`config.mk`:
```
export PLATFORM = sky130hd
export DESIGN_NAME = adc_channel_sequencer
export DESIGN_NICKNAME = d
export VERILOG_FILES = /design/src/include/adc_seq_pkg.sv /design/src/include/pin_evt_if.sv /design/src/rtl/pin_event_sync.sv /design/src/rtl/adc_channel_sequencer.sv
export SDC_FILE = /design/constraint.sdc
export NUM_CORES = 1
export LEC_CHECK = 0
export BUFFER_PORTS_ARGS = -buffer_cell sky130_fd_sc_hd__buf_2
export CORE_MARGIN = 2
export CORE_UTILIZATION = 46
export CTS_BUF_LIST = sky130_fd_sc_hd__clkbuf_4 sky130_fd_sc_hd__clkbuf_8
export CTS_CLUSTER_SIZE = 28
export DETAILED_ROUTE_END_ITERATION = 12
export GPL_TIMING_DRIVEN = 0
export MAX_ROUTING_LAYER = met4
export PLACE_DENSITY = 0.74
export SETUP_SLACK_MARGIN = 0.3
export SYNTH_ARGS = -nofsm -noshare
export SYNTH_HDL_FRONTEND = slang
export SYNTH_HIERARCHICAL = 1
export SYNTH_SLANG_ARGS = --single-unit
```
`constraint.sdc`:
```
create_clock -name i_core_clk -period 3.25 [get_ports i_core_clk]
set_input_delay 0.65 -clock i_core_clk [delete_from_list [all_inputs] [get_ports i_core_clk]]
set_output_delay 0.65 -clock i_core_clk [all_outputs]
set_load 0.03 [all_outputs]
```
`src/include/adc_seq_pkg.sv`:
```
// Purpose: Shared constants and types of the channel sequencer.
// Assumes: A twelve-bit control word and an eight-bit channel mask.
// Notes:   Field positions count from bit 0 of the bus data.
package adc_seq_pkg;
  localparam int          CTRL_W         = 12;
  localparam int          MASK_W         = 8;
  localparam int          CH_W           = 3;
  // Control word field positions.
  localparam int          ADDR_HI        = 7;
  localparam int          ADDR_LO        = 5;
  localparam int          TYPE_HI_BIT    = 4;
  localparam int          TYPE_LO_BIT    = 3;
  localparam int          MASK_SEL_BIT   = 2;
  localparam int          SEQ_BIT        = 1;
  // Reset values.
  localparam logic [11:0] CTRL_RST       = 12'h000;
  localparam logic [7:0]  MASK_RST       = 8'h00;
  localparam logic [2:0]  CH_RST         = 3'h0;
  // Conversion timing in whole conversion-clock periods.
  localparam int          CONV_PERIODS   = 13;
  // Half periods after which an abort leaves the sequencer unsafe.
  localparam int          ABORT_HALVES   = 25;
  // Even inputs only, used when pairs are converted.
  localparam logic [7:0]  PAIR_MASK      = 8'h55;
  localparam logic [2:0]  COMMON_NEG     = 3'h7;
  localparam logic [7:0]  NO_MASK        = 8'h00;

  // Input type, written as {input_type_high_bit, input_type_low_bit}.
  typedef enum logic [1:0] {
    IN_SINGLE   = 2'b00,
    IN_PSEUDO1  = 2'b01,
    IN_FULLDIFF = 2'b10,
    IN_PSEUDO2  = 2'b11
  } in_type_e;

  // Sequencer states.
  typedef enum logic [1:0] {
    SQ_IDLE   = 2'b00,
    SQ_ARMED  = 2'b01,
    SQ_MASKED = 2'b10,
    SQ_CONSEC = 2'b11
  } seq_state_e;
endpackage

```
`src/include/pin_evt_if.sv`:
```
// Purpose: Carries synchronised pin events from the pin stage to the sequencer.
// Assumes: All signals are on the core clock.
// Notes:   Events are one-cycle pulses.
`timescale 1ns/10ps
interface pin_evt_if;
  logic        wr_take;
  logic [11:0] wdata;
  logic        sample_start_n_fall;
  logic        sample_start_n_rise;
  logic        conversion_clock_input_edge;
  logic        conversion_clock_input_fall;
  modport src (output wr_take, wdata, sample_start_n_fall, sample_start_n_rise, conversion_clock_input_edge, conversion_clock_input_fall);
  modport dst (input  wr_take, wdata, sample_start_n_fall, sample_start_n_rise, conversion_clock_input_edge, conversion_clock_input_fall);
endinterface

```
`src/rtl/pin_event_sync.sv`:
```
// Purpose: Synchronises the bus and conversion pins and detects their edges.
// Assumes: The data lines are stable around the write strobe's rising edge.
// Notes:   Every pin passes two flip-flops before any logic looks at it.
`timescale 1ns/10ps
module pin_event_sync
  import adc_seq_pkg::*;
(
  input  wire logic              i_core_clk,
  input  wire logic              i_rst_n,
  input  wire logic              i_cs_n,
  input  wire logic              i_wr_n,
  input  wire logic [CTRL_W-1:0] i_db,
  input  wire logic              i_sample_start_n,
  input  wire logic              i_conversion_clock_input,
  pin_evt_if.src                 evt
);
  // Bit order in the strobe vectors: cs_n, wr_n, sample_start_n, conversion clock.
  localparam logic [3:0] STRB_RST = 4'hE;

  logic [3:0]        strb_s1_r;
  logic [3:0]        strb_s2_r;
  logic [3:0]        strb_s3_r;
  logic [CTRL_W-1:0] db_s1_r;
  logic [CTRL_W-1:0] db_s2_r;

  // Two-stage synchronisers; the third stage only serves edge detection.
  always_ff @(posedge i_core_clk or negedge i_rst_n) begin
    if (!i_rst_n) begin
      strb_s1_r <= STRB_RST;
      strb_s2_r <= STRB_RST;
      strb_s3_r <= STRB_RST;
      db_s1_r   <= CTRL_RST;
      db_s2_r   <= CTRL_RST;
    end else begin
      strb_s1_r <= {i_cs_n, i_wr_n, i_sample_start_n, i_conversion_clock_input};
      strb_s2_r <= strb_s1_r;
      strb_s3_r <= strb_s2_r;
      db_s1_r   <= i_db;
      db_s2_r   <= db_s1_r;
    end
  end

  // A write is taken on the strobe's rising edge while chip select was low.
  assign evt.wr_take     = strb_s2_r[2] & ~strb_s3_r[2] & ~strb_s3_r[3];
  assign evt.wdata       = db_s2_r;
  assign evt.sample_start_n_fall = ~strb_s2_r[1] & strb_s3_r[1];
  assign evt.sample_start_n_rise = strb_s2_r[1] & ~strb_s3_r[1];
  assign evt.conversion_clock_input_edge  = strb_s2_r[0] ^ strb_s3_r[0];
  assign evt.conversion_clock_input_fall  = ~strb_s2_r[0] & strb_s3_r[0];
endmodule

```
`src/rtl/adc_channel_sequencer.sv`:
```
// Purpose: Control word, channel mask and channel sequencer of an eight-input converter.
// Assumes: Host writes over cs/wr strobes; pins are asynchronous to i_core_clk.
// Notes:   The selected input pair is presented at each sample start falling edge.
// How it works
// RULE1 - Conversion finishes only after thirteen whole conversion-clock periods, else it aborts.
// RULE2 - After a late abort host gives sample-start rise or clock fall before reprogramming.
// RULE3 - Single-ended: address n picks input n against analog ground.
// RULE4 - Fully differential: even address picks pair even-positive, odd address swaps it.
// RULE5 - First pseudo-differential mode maps pairs exactly like fully differential.
// RULE6 - Second pseudo-differential: input n against input 7; address 7 is forbidden.
// RULE7 - Sequencer off: each conversion uses the address of the latest control write.
// RULE8 - Mask-select alone set: next bus write loads low eight lines into mask.
// RULE9 - Sequence bit alone set: other fields change, running sequence continues.
// RULE10 - Both bits set: repeat channels 0 up to the written address.
// RULE11 - Mask register is eight bits, write-only, loaded at write strobe rise.
// RULE12 - Write goes to mask only right after a mask-select control write.
// RULE13 - Mask bit n means input n; host sets each wanted input.
// RULE14 - In pair modes host sets both bits of each wanted pair.
// RULE15 - Masked sequence converts selected channels ascending from lowest, cycling.
// RULE16 - Masked sequence advances one channel on each sample start falling edge.
// RULE17 - Any control write other than sequence-only ends the running sequence.
// RULE18 - Masked pair sequences convert only even-positive pairs, never reversed.
// RULE19 - Control register is twelve bits, write-only, written by cs and wr.
// RULE20 - Control register clears to zero at reset.
// RULE21 - Address field bits 7..5 gives next channel or final consecutive channel.
// RULE22 - Mask-select is bit 2, sequence bit is bit 1; they choose the mode.
// RULE23 - Consecutive mode wraps to channel 0 after the final channel.
`timescale 1ns/10ps
module adc_channel_sequencer
  import adc_seq_pkg::*;
#(
  parameter int N_CONV_PERIODS = CONV_PERIODS
)(
  input  wire logic              i_core_clk,
  input  wire logic              i_nrst,
  input  wire logic              i_cs_n,
  input  wire logic              i_wr_n,
  input  wire logic [CTRL_W-1:0] i_db,
  input  wire logic              i_sample_start_n,
  input  wire logic              i_conversion_clock_input,
  output logic      [CTRL_W-1:0] o_ctrl_word,
  output logic      [CH_W-1:0]   o_vin_pos,
  output logic      [CH_W-1:0]   o_vin_neg,
  output logic                   o_neg_is_ground,
  output logic                   o_seq_active,
  output logic                   o_conv_busy,
  output logic                   o_conv_done,
  output logic                   o_conv_abort,
  output logic                   o_reprog_unsafe
);
  localparam int HALF_W    = $clog2(2 * N_CONV_PERIODS + 1);
  localparam int HALF_LAST = 2 * N_CONV_PERIODS - 1;

  // The abort threshold must sit inside a conversion, so shorter counts are refused.
  if (N_CONV_PERIODS < 1 || ABORT_HALVES > HALF_LAST) begin : g_bad_periods
    $error("N_CONV_PERIODS is too small for this sequencer");
  end

  // Release of the asynchronous reset through two flip-flops.
  logic rst_meta_r;
  logic rst_n;
  always_ff @(posedge i_core_clk or negedge i_nrst) begin
    if (!i_nrst) begin
      rst_meta_r <= 1'b0;
      rst_n      <= 1'b0;
    end else begin
      rst_meta_r <= 1'b1;
      rst_n      <= rst_meta_r;
    end
  end

  pin_evt_if evt ();

  pin_event_sync u_pins (
    .i_core_clk               (i_core_clk),
    .i_rst_n                  (rst_n),
    .i_cs_n                   (i_cs_n),
    .i_wr_n                   (i_wr_n),
    .i_db                     (i_db),
    .i_sample_start_n         (i_sample_start_n),
    .i_conversion_clock_input (i_conversion_clock_input),
    .evt                      (evt)
  );

  // First selected channel at or above 'from', wrapping; bit 3 flags a hit.
  function automatic logic [3:0] next_sel(input logic [7:0] mask, input logic [2:0] from);
    logic [2:0] idx;
    logic [3:0] res;
    res = 4'h0;
    for (int i = MASK_W - 1; i >= 0; i--) begin
      idx = from + 3'(i);
      if (mask[idx]) begin
        res = {1'b1, idx};
      end
    end
    return res;
  endfunction

  seq_state_e        state_r, state_nxt;
  logic [CTRL_W-1:0] ctrl_r, ctrl_nxt;
  logic [MASK_W-1:0] mask_r, mask_nxt;
  logic [CH_W-1:0]   ptr_r, ptr_nxt;
  logic [CH_W-1:0]   last_r, last_nxt;
  logic [CH_W-1:0]   pos_r, pos_nxt;
  logic [CH_W-1:0]   neg_r, neg_nxt;
  logic              gnd_r, gnd_nxt;
  logic [HALF_W-1:0] half_r, half_nxt;
  logic              busy_r, busy_nxt;
  logic              done_r, done_nxt;
  logic              abort_r, abort_nxt;
  logic              unsafe_r, unsafe_nxt;

  in_type_e          in_type;
  logic [CH_W-1:0]   addr;
  logic [1:0]        wr_mode;
  logic [MASK_W-1:0] eff_mask;
  logic [3:0]        sel;
  logic [CH_W-1:0]   conv_ch;

  // Field decode of the current control word; the write mode comes from the incoming bus data.
  assign in_type  = in_type_e'({ctrl_r[TYPE_HI_BIT], ctrl_r[TYPE_LO_BIT]});
  assign addr     = ctrl_r[ADDR_HI:ADDR_LO]; // RULE21
  assign wr_mode  = {evt.wdata[SEQ_BIT], evt.wdata[MASK_SEL_BIT]}; // RULE22
  // Pair modes drop odd bits so masked selections never pick a reversed pair.
  assign eff_mask = (in_type == IN_FULLDIFF || in_type == IN_PSEUDO1) ?
                    (mask_r & PAIR_MASK) : mask_r; // RULE18 RULE13
  assign sel      = next_sel(eff_mask, ptr_r); // RULE15

  // Channel converted at this sample start edge; an empty mask falls back to the address.
  always_comb begin
    conv_ch = addr; // RULE7
    if (state_r == SQ_MASKED && sel[3]) begin
      conv_ch = sel[2:0];
    end else if (state_r == SQ_CONSEC) begin
      conv_ch = ptr_r;
    end
  end

  // Next state of the control, mask and sequencer registers.
  always_comb begin
    state_nxt = state_r;
    ctrl_nxt  = ctrl_r;
    mask_nxt  = mask_r;
    ptr_nxt   = ptr_r;
    last_nxt  = last_r;
    pos_nxt   = pos_r;
    neg_nxt   = neg_r;
    gnd_nxt   = gnd_r;
    if (evt.sample_start_n_fall) begin
      pos_nxt = conv_ch;
      gnd_nxt = 1'b0;
      unique case (in_type)
        IN_SINGLE: begin
          neg_nxt = CH_RST;
          gnd_nxt = 1'b1; // RULE3
        end
        IN_FULLDIFF, IN_PSEUDO1: begin
          neg_nxt = conv_ch ^ 3'h1; // RULE4 RULE5
        end
        IN_PSEUDO2: begin
          neg_nxt = COMMON_NEG; // RULE6
        end
      endcase
      unique case (state_r)
        SQ_MASKED: begin
          if (sel[3]) begin
            ptr_nxt = sel[2:0] + 3'h1; // RULE16
          end
        end
        SQ_CONSEC: begin
          ptr_nxt = (ptr_r == last_r) ? CH_RST : ptr_r + 3'h1; // RULE10 RULE23
        end
        SQ_IDLE, SQ_ARMED: begin
          ptr_nxt = ptr_r;
        end
      endcase
    end
    // A write that lands with a sample start edge takes precedence over the advance.
    if (evt.wr_take) begin
      if (state_r == SQ_ARMED) begin
        mask_nxt  = evt.wdata[MASK_W-1:0]; // RULE8 RULE11 RULE12
        state_nxt = SQ_MASKED;
        ptr_nxt   = CH_RST;
      end else begin
        ctrl_nxt = evt.wdata; // RULE19
        unique case (wr_mode)
          2'b00: state_nxt = SQ_IDLE; // RULE17
          2'b01: state_nxt = SQ_ARMED; // RULE17
          2'b10: state_nxt = state_r; // RULE9
          2'b11: begin
            state_nxt = SQ_CONSEC; // RULE17
            last_nxt  = evt.wdata[ADDR_HI:ADDR_LO];
            ptr_nxt   = CH_RST;
          end
        endcase
      end
    end
  end

  // Sequencer and control registers.
  always_ff @(posedge i_core_clk or negedge rst_n) begin
    if (!rst_n) begin
      state_r <= SQ_IDLE;
      ctrl_r  <= CTRL_RST; // RULE20
      mask_r  <= MASK_RST;
      ptr_r   <= CH_RST;
      last_r  <= CH_RST;
      pos_r   <= CH_RST;
      neg_r   <= CH_RST;
      gnd_r   <= 1'b1;
    end else begin
      state_r <= state_nxt;
      ctrl_r  <= ctrl_nxt;
      mask_r  <= mask_nxt;
      ptr_r   <= ptr_nxt;
      last_r  <= last_nxt;
      pos_r   <= pos_nxt;
      neg_r   <= neg_nxt;
      gnd_r   <= gnd_nxt;
    end
  end

  // Conversion timing: every conversion-clock edge is a half period.
  always_comb begin
    half_nxt   = half_r;
    busy_nxt   = busy_r;
    done_nxt   = 1'b0;
    abort_nxt  = 1'b0;
    unsafe_nxt = unsafe_r;
    if (evt.sample_start_n_rise || evt.conversion_clock_input_fall) begin
      unsafe_nxt = 1'b0; // RULE2
    end
    if (evt.sample_start_n_fall) begin
      // A new start before the last period ends abandons the running conversion.
      if (busy_r) begin
        abort_nxt = 1'b1; // RULE1
        if (half_r >= HALF_W'(ABORT_HALVES)) begin
          unsafe_nxt = 1'b1; // RULE2
        end
      end
      busy_nxt = 1'b1;
      half_nxt = '0;
    end else if (busy_r && evt.conversion_clock_input_edge) begin
      if (half_r == HALF_W'(HALF_LAST)) begin
        done_nxt = 1'b1; // RULE1
        busy_nxt = 1'b0;
        half_nxt = '0;
      end else begin
        half_nxt = half_r + 1'b1;
      end
    end
  end

  // Conversion timing registers.
  always_ff @(posedge i_core_clk or negedge rst_n) begin
    if (!rst_n) begin
      half_r   <= '0;
      busy_r   <= 1'b0;
      done_r   <= 1'b0;
      abort_r  <= 1'b0;
      unsafe_r <= 1'b0;
    end else begin
      half_r   <= half_nxt;
      busy_r   <= busy_nxt;
      done_r   <= done_nxt;
      abort_r  <= abort_nxt;
      unsafe_r <= unsafe_nxt;
    end
  end

  assign o_ctrl_word     = ctrl_r;
  assign o_vin_pos       = pos_r;
  assign o_vin_neg       = neg_r;
  assign o_neg_is_ground = gnd_r;
  assign o_seq_active    = state_r[1];
  assign o_conv_busy     = busy_r;
  assign o_conv_done     = done_r;
  assign o_conv_abort    = abort_r;
  assign o_reprog_unsafe = unsafe_r;

  // Checks on the sequencer behaviour.
  localparam int HALF_LAST_I = 2 * N_CONV_PERIODS - 1;
endmodule

```
==> results.ini <==
[yosys]
synth.most_common_cell=dfrtp_1
async_flop_share=1.000
synth_area_leader_cell=dfrtp_1
ys_seq_elements=82
synth_compound_area_frac=0.1383
synth_top_cell_area_share=0.4417
ys_top_cells_by_count=72 x dfrtp_1, 29 x mux2_2, 24 x nand2_1, 17 x a21oi_1, 15 x nor2_1
synth_nets=373
synth_flop_cell=dfrtp_1
ys_types=66
synth_adder_area_share=0.02454
synthCells=347
synth_top_family_by_area=multiplexers
synthXorXnorAreaFrac=0.01718
netlist_area_um2=4079
yosys.area_share.simple=0.1141
synthMuxAreaShare=0.1709
ys_warn_count=6
synth_edf_count=0
avgSynthCellArea_um2=11.75
ys_top_cells_by_area=dfrtp_1 44%, mux2_2 8.0%, dfstp_2 6.4%
ys_seq_area_frac=0.5061

[detailed_routing]
via_per_inst=5.812
wl_um=9483
ant_nets=0
via_count=3115
dr.first_iter.drc_count=232
drc_errors=0
drt-pass1-iter-count=5
wl_per_cell_um=17.69

[global_routing]
grt_pass1_vias=3109
track_usage=0.2111
grt_max_degree=44
antenna_found_initial=0
grt_overflow=0
grt_pass1_wl_um=15770

[die]
dieWidth_um=98.17
rows=34
dieHeight_um=98.17
start_util=0.4700
core_um2=8678
pin_count=42
die_area_um2=9636

[timing]
worst_slew_pin_slew_ns=0.5969
hold_viol=0
maxSlewHeadroom=0.6012
finalSetupViolations=1
finalMaxSlewViolations=0
fin_setup_tns_ns=-0.04646
rsz0062_at_grt=yes
timing.final.ws_setup_ns=-0.04646
finClkSkew_ns=0.01090
period_minus_slack_ns=3.296
fin_crit_sh=1.014
clock.fmax_mhz=303.4

[placed_design]
dp_cells=497
hpwl_um=6418
io_buffers=41
gp_congestion=0.9389

[worst_hold_path]
hp-class=in -> async

[clock_tree]
cts_buffers=9
cts.sinks=82
clkTransAtPathRegs_ns=0.09
clockBufferDepth=2
h-tree-depth=3
clock_latency_ns=0.36
root_buffer=clkbuf_8
holdBufCountCts=0
cts_tree=done

[power]
ir_drop_mv=0.6188
leakagePower_nw=2.207
p_per_area_nw_per_um2=1218

[setup_path]
critPathLaunchType=flip-flop
critPathArrivalTime_ns=3.53
cp_common_cell=ha_4
endpoint_kind=flip-flop
cp_slowest_cell=mux4_2
critPathRequiredTime_ns=3.48
cp_cell_sequence=inv_2 > ha_4 > buf_4 > nor2b_4 > mux4_2 > mux2i_4 > mux2i_1 > a31oi_1 > a21o_1 > a21oi_2 > ha_4 > o221ai_4 > a211oi_2 > or2_1
worst-setup-path-type=reg -> reg
slowest_delay_ns=0.57
critPathMaxFanout=6

[status]
status=finished with violations
violations=setup timing

[job]
max_cap_violations=0

[cells_and_area]
layout.cells.non_filler=536
area_growth_pct=24.26
n_antenna_cell=0
fin_nets=449
drive_above_1_share=0.4276
post-route-util=0.5841

routing by layer:
metal | global-route usage | vias to the layer above | share of wire | routed length [um]
met5 | - | - | 0 | 0
met4 | 0.05374 | 0 | 0.0084 | 80
met3 | 0.04510 | 8 | 0.060 | 569
met2 | 0.3319 | 115 | 0.50 | 4740
met1 | 0.2829 | 1549 | 0.43 | 4093
li1 | - | 1443 | - | -
cell families (layout without fill, tap and decap cells):
kind of cell / after synthesis / after routing
and+or+nand+nor: 87 / 87
DFF: 82 / 82
AOI/OAI and AO/OA: 80 / 80
muxes: 51 / 51
buffers and inverters: 30 / 111
adders and majority gates: 8 / 8
xor gates and xnor gates: 8 / 8
other: 1 / 1
through the flow:
stage / power (mW) / hold slack, ns / setup slack, ns / area (um^2)
final: 6.174 / 0.06024 / -0.04646 / 5069
after global routing: 6.530 / 0.04294 / -0.1345 / 5069
after CTS: 5.764 / 0.04773 / 0.03898 / 4946
after detailed placement: 4.506 / 0.3193 / -0.4397 / 4522
after global placement: 4.443 / 0.3325 / -0.4660 / 4498
after floorplan: 3.825 / 0.3312 / 0.07394 / 4158
state kept, by name, summed over array words and instances, names as in the netlist, 4 cells and up:
register          count
half_r                5
o_ctrl_word          12
u_pins/evt.wdata     12
u_pins/strb_s3_r      4
mask_r                8
u_pins/strb_s1_r      4
u_pins/strb_s2_r      4
u_pins/db_s1_r       12
cell usage in the layout (no fill, tap or decap), types with 3 or more instances in the layout:
cell type | netlist | routed
nand3_1 | 9 | 9
nor3_1 | 5 | 5
buf_6 | 0 | 6
o22ai_1 | 3 | 3
xor2_1 | 5 | 3
nand4_1 | 4 | 4
nor3b_1 | 3 | 3
buf_2 | 0 | 42
a31oi_1 | 6 | 6
clkbuf_4 | 0 | 3
nand2_1 | 24 | 24
mux2_2 | 29 | 26
nand2b_1 | 3 | 3
nor4_1 | 3 | 3
a21oi_1 | 17 | 16
a211oi_1 | 6 | 4
o21ai_1 | 7 | 7
mux2i_1 | 10 | 7
ha_4 | 0 | 4
or3b_4 | 1 | 3
nor2_1 | 15 | 15
inv_1 | 10 | 8
dfrtp_2 | 0 | 3
o22a_1 | 3 | 3
o221ai_1 | 3 | 3
o21ai_0 | 8 | 7
ha_1 | 8 | 4
dfstp_2 | 10 | 10
mux4_2 | 9 | 9
clkinvlp_4 | 0 | 3
dfrtp_1 | 72 | 68
clkbuf_8 | 0 | 9
buf_4 | 0 | 18
o211ai_1 | 3 | 3
clkbuf_1 | 11 | 7
mux2_4 | 1 | 4
final cells by class:
class	instances	area, um^2
Timing Repair Buffer	65	416.7
Sequential cell	82	2072
Fill cell	731	3610
Clock inverter	7	60.06
Clock buffer	9	123.9
Multi-Input combinational cell	235	2111
Inverter	15	71.32
Tap cell	108	135.1
Buffer	15	78.83
what timing repair did:
action                                  in CTS  in global routing
endpoints found under the setup margin       9                  9
gates resized for setup                     30                 20
gates cloned                                 0                  0
pin swaps                                   16                 16
setup buffers                               18                  5
final timing paths:
| path | cells past startpoint | end | startpoint | slack [ns] |
|---|---|---|---|---|
| hold / removal | 1 | rst_n | i_nrst | 0.06 |
| setup reg to reg | 14 | ptr_r[1] | o_ctrl_word[4] | -0.05 |
| min in group i_core_clk | 0 | u_pins/evt.wdata[5] | u_pins/db_s1_r[5] | 0.35 |
| hold reg to reg | 0 | o_vin_pos[0] | rst_n | 0.31 |
| setup / recovery | 14 | ptr_r[1] | o_ctrl_word[4] | -0.05 |
| max in group asynchronous | 1 | u_pins/strb_s1_r[2] | rst_n | 2.30 |
worst max-delay path: cells and delay by family, from the launching register on:
kind	cells	cell delay, ns
muxes	3	1.07
AOI/OAI and AO/OA	5	0.71
adders and majority gates	2	0.53
DFF	1	0.38
and+or+nand+nor	2	0.29
buffers and inverters	2	0.18
where the power goes:
group          internal (mW)  total [mW]  switching [mW]
logic                   1.93        4.04            2.11
clock network          0.292       0.684           0.393
registers               1.25        1.45           0.201
total                   3.47        6.17            2.71
Note: power is estimated with default switching activity, not from simulation.
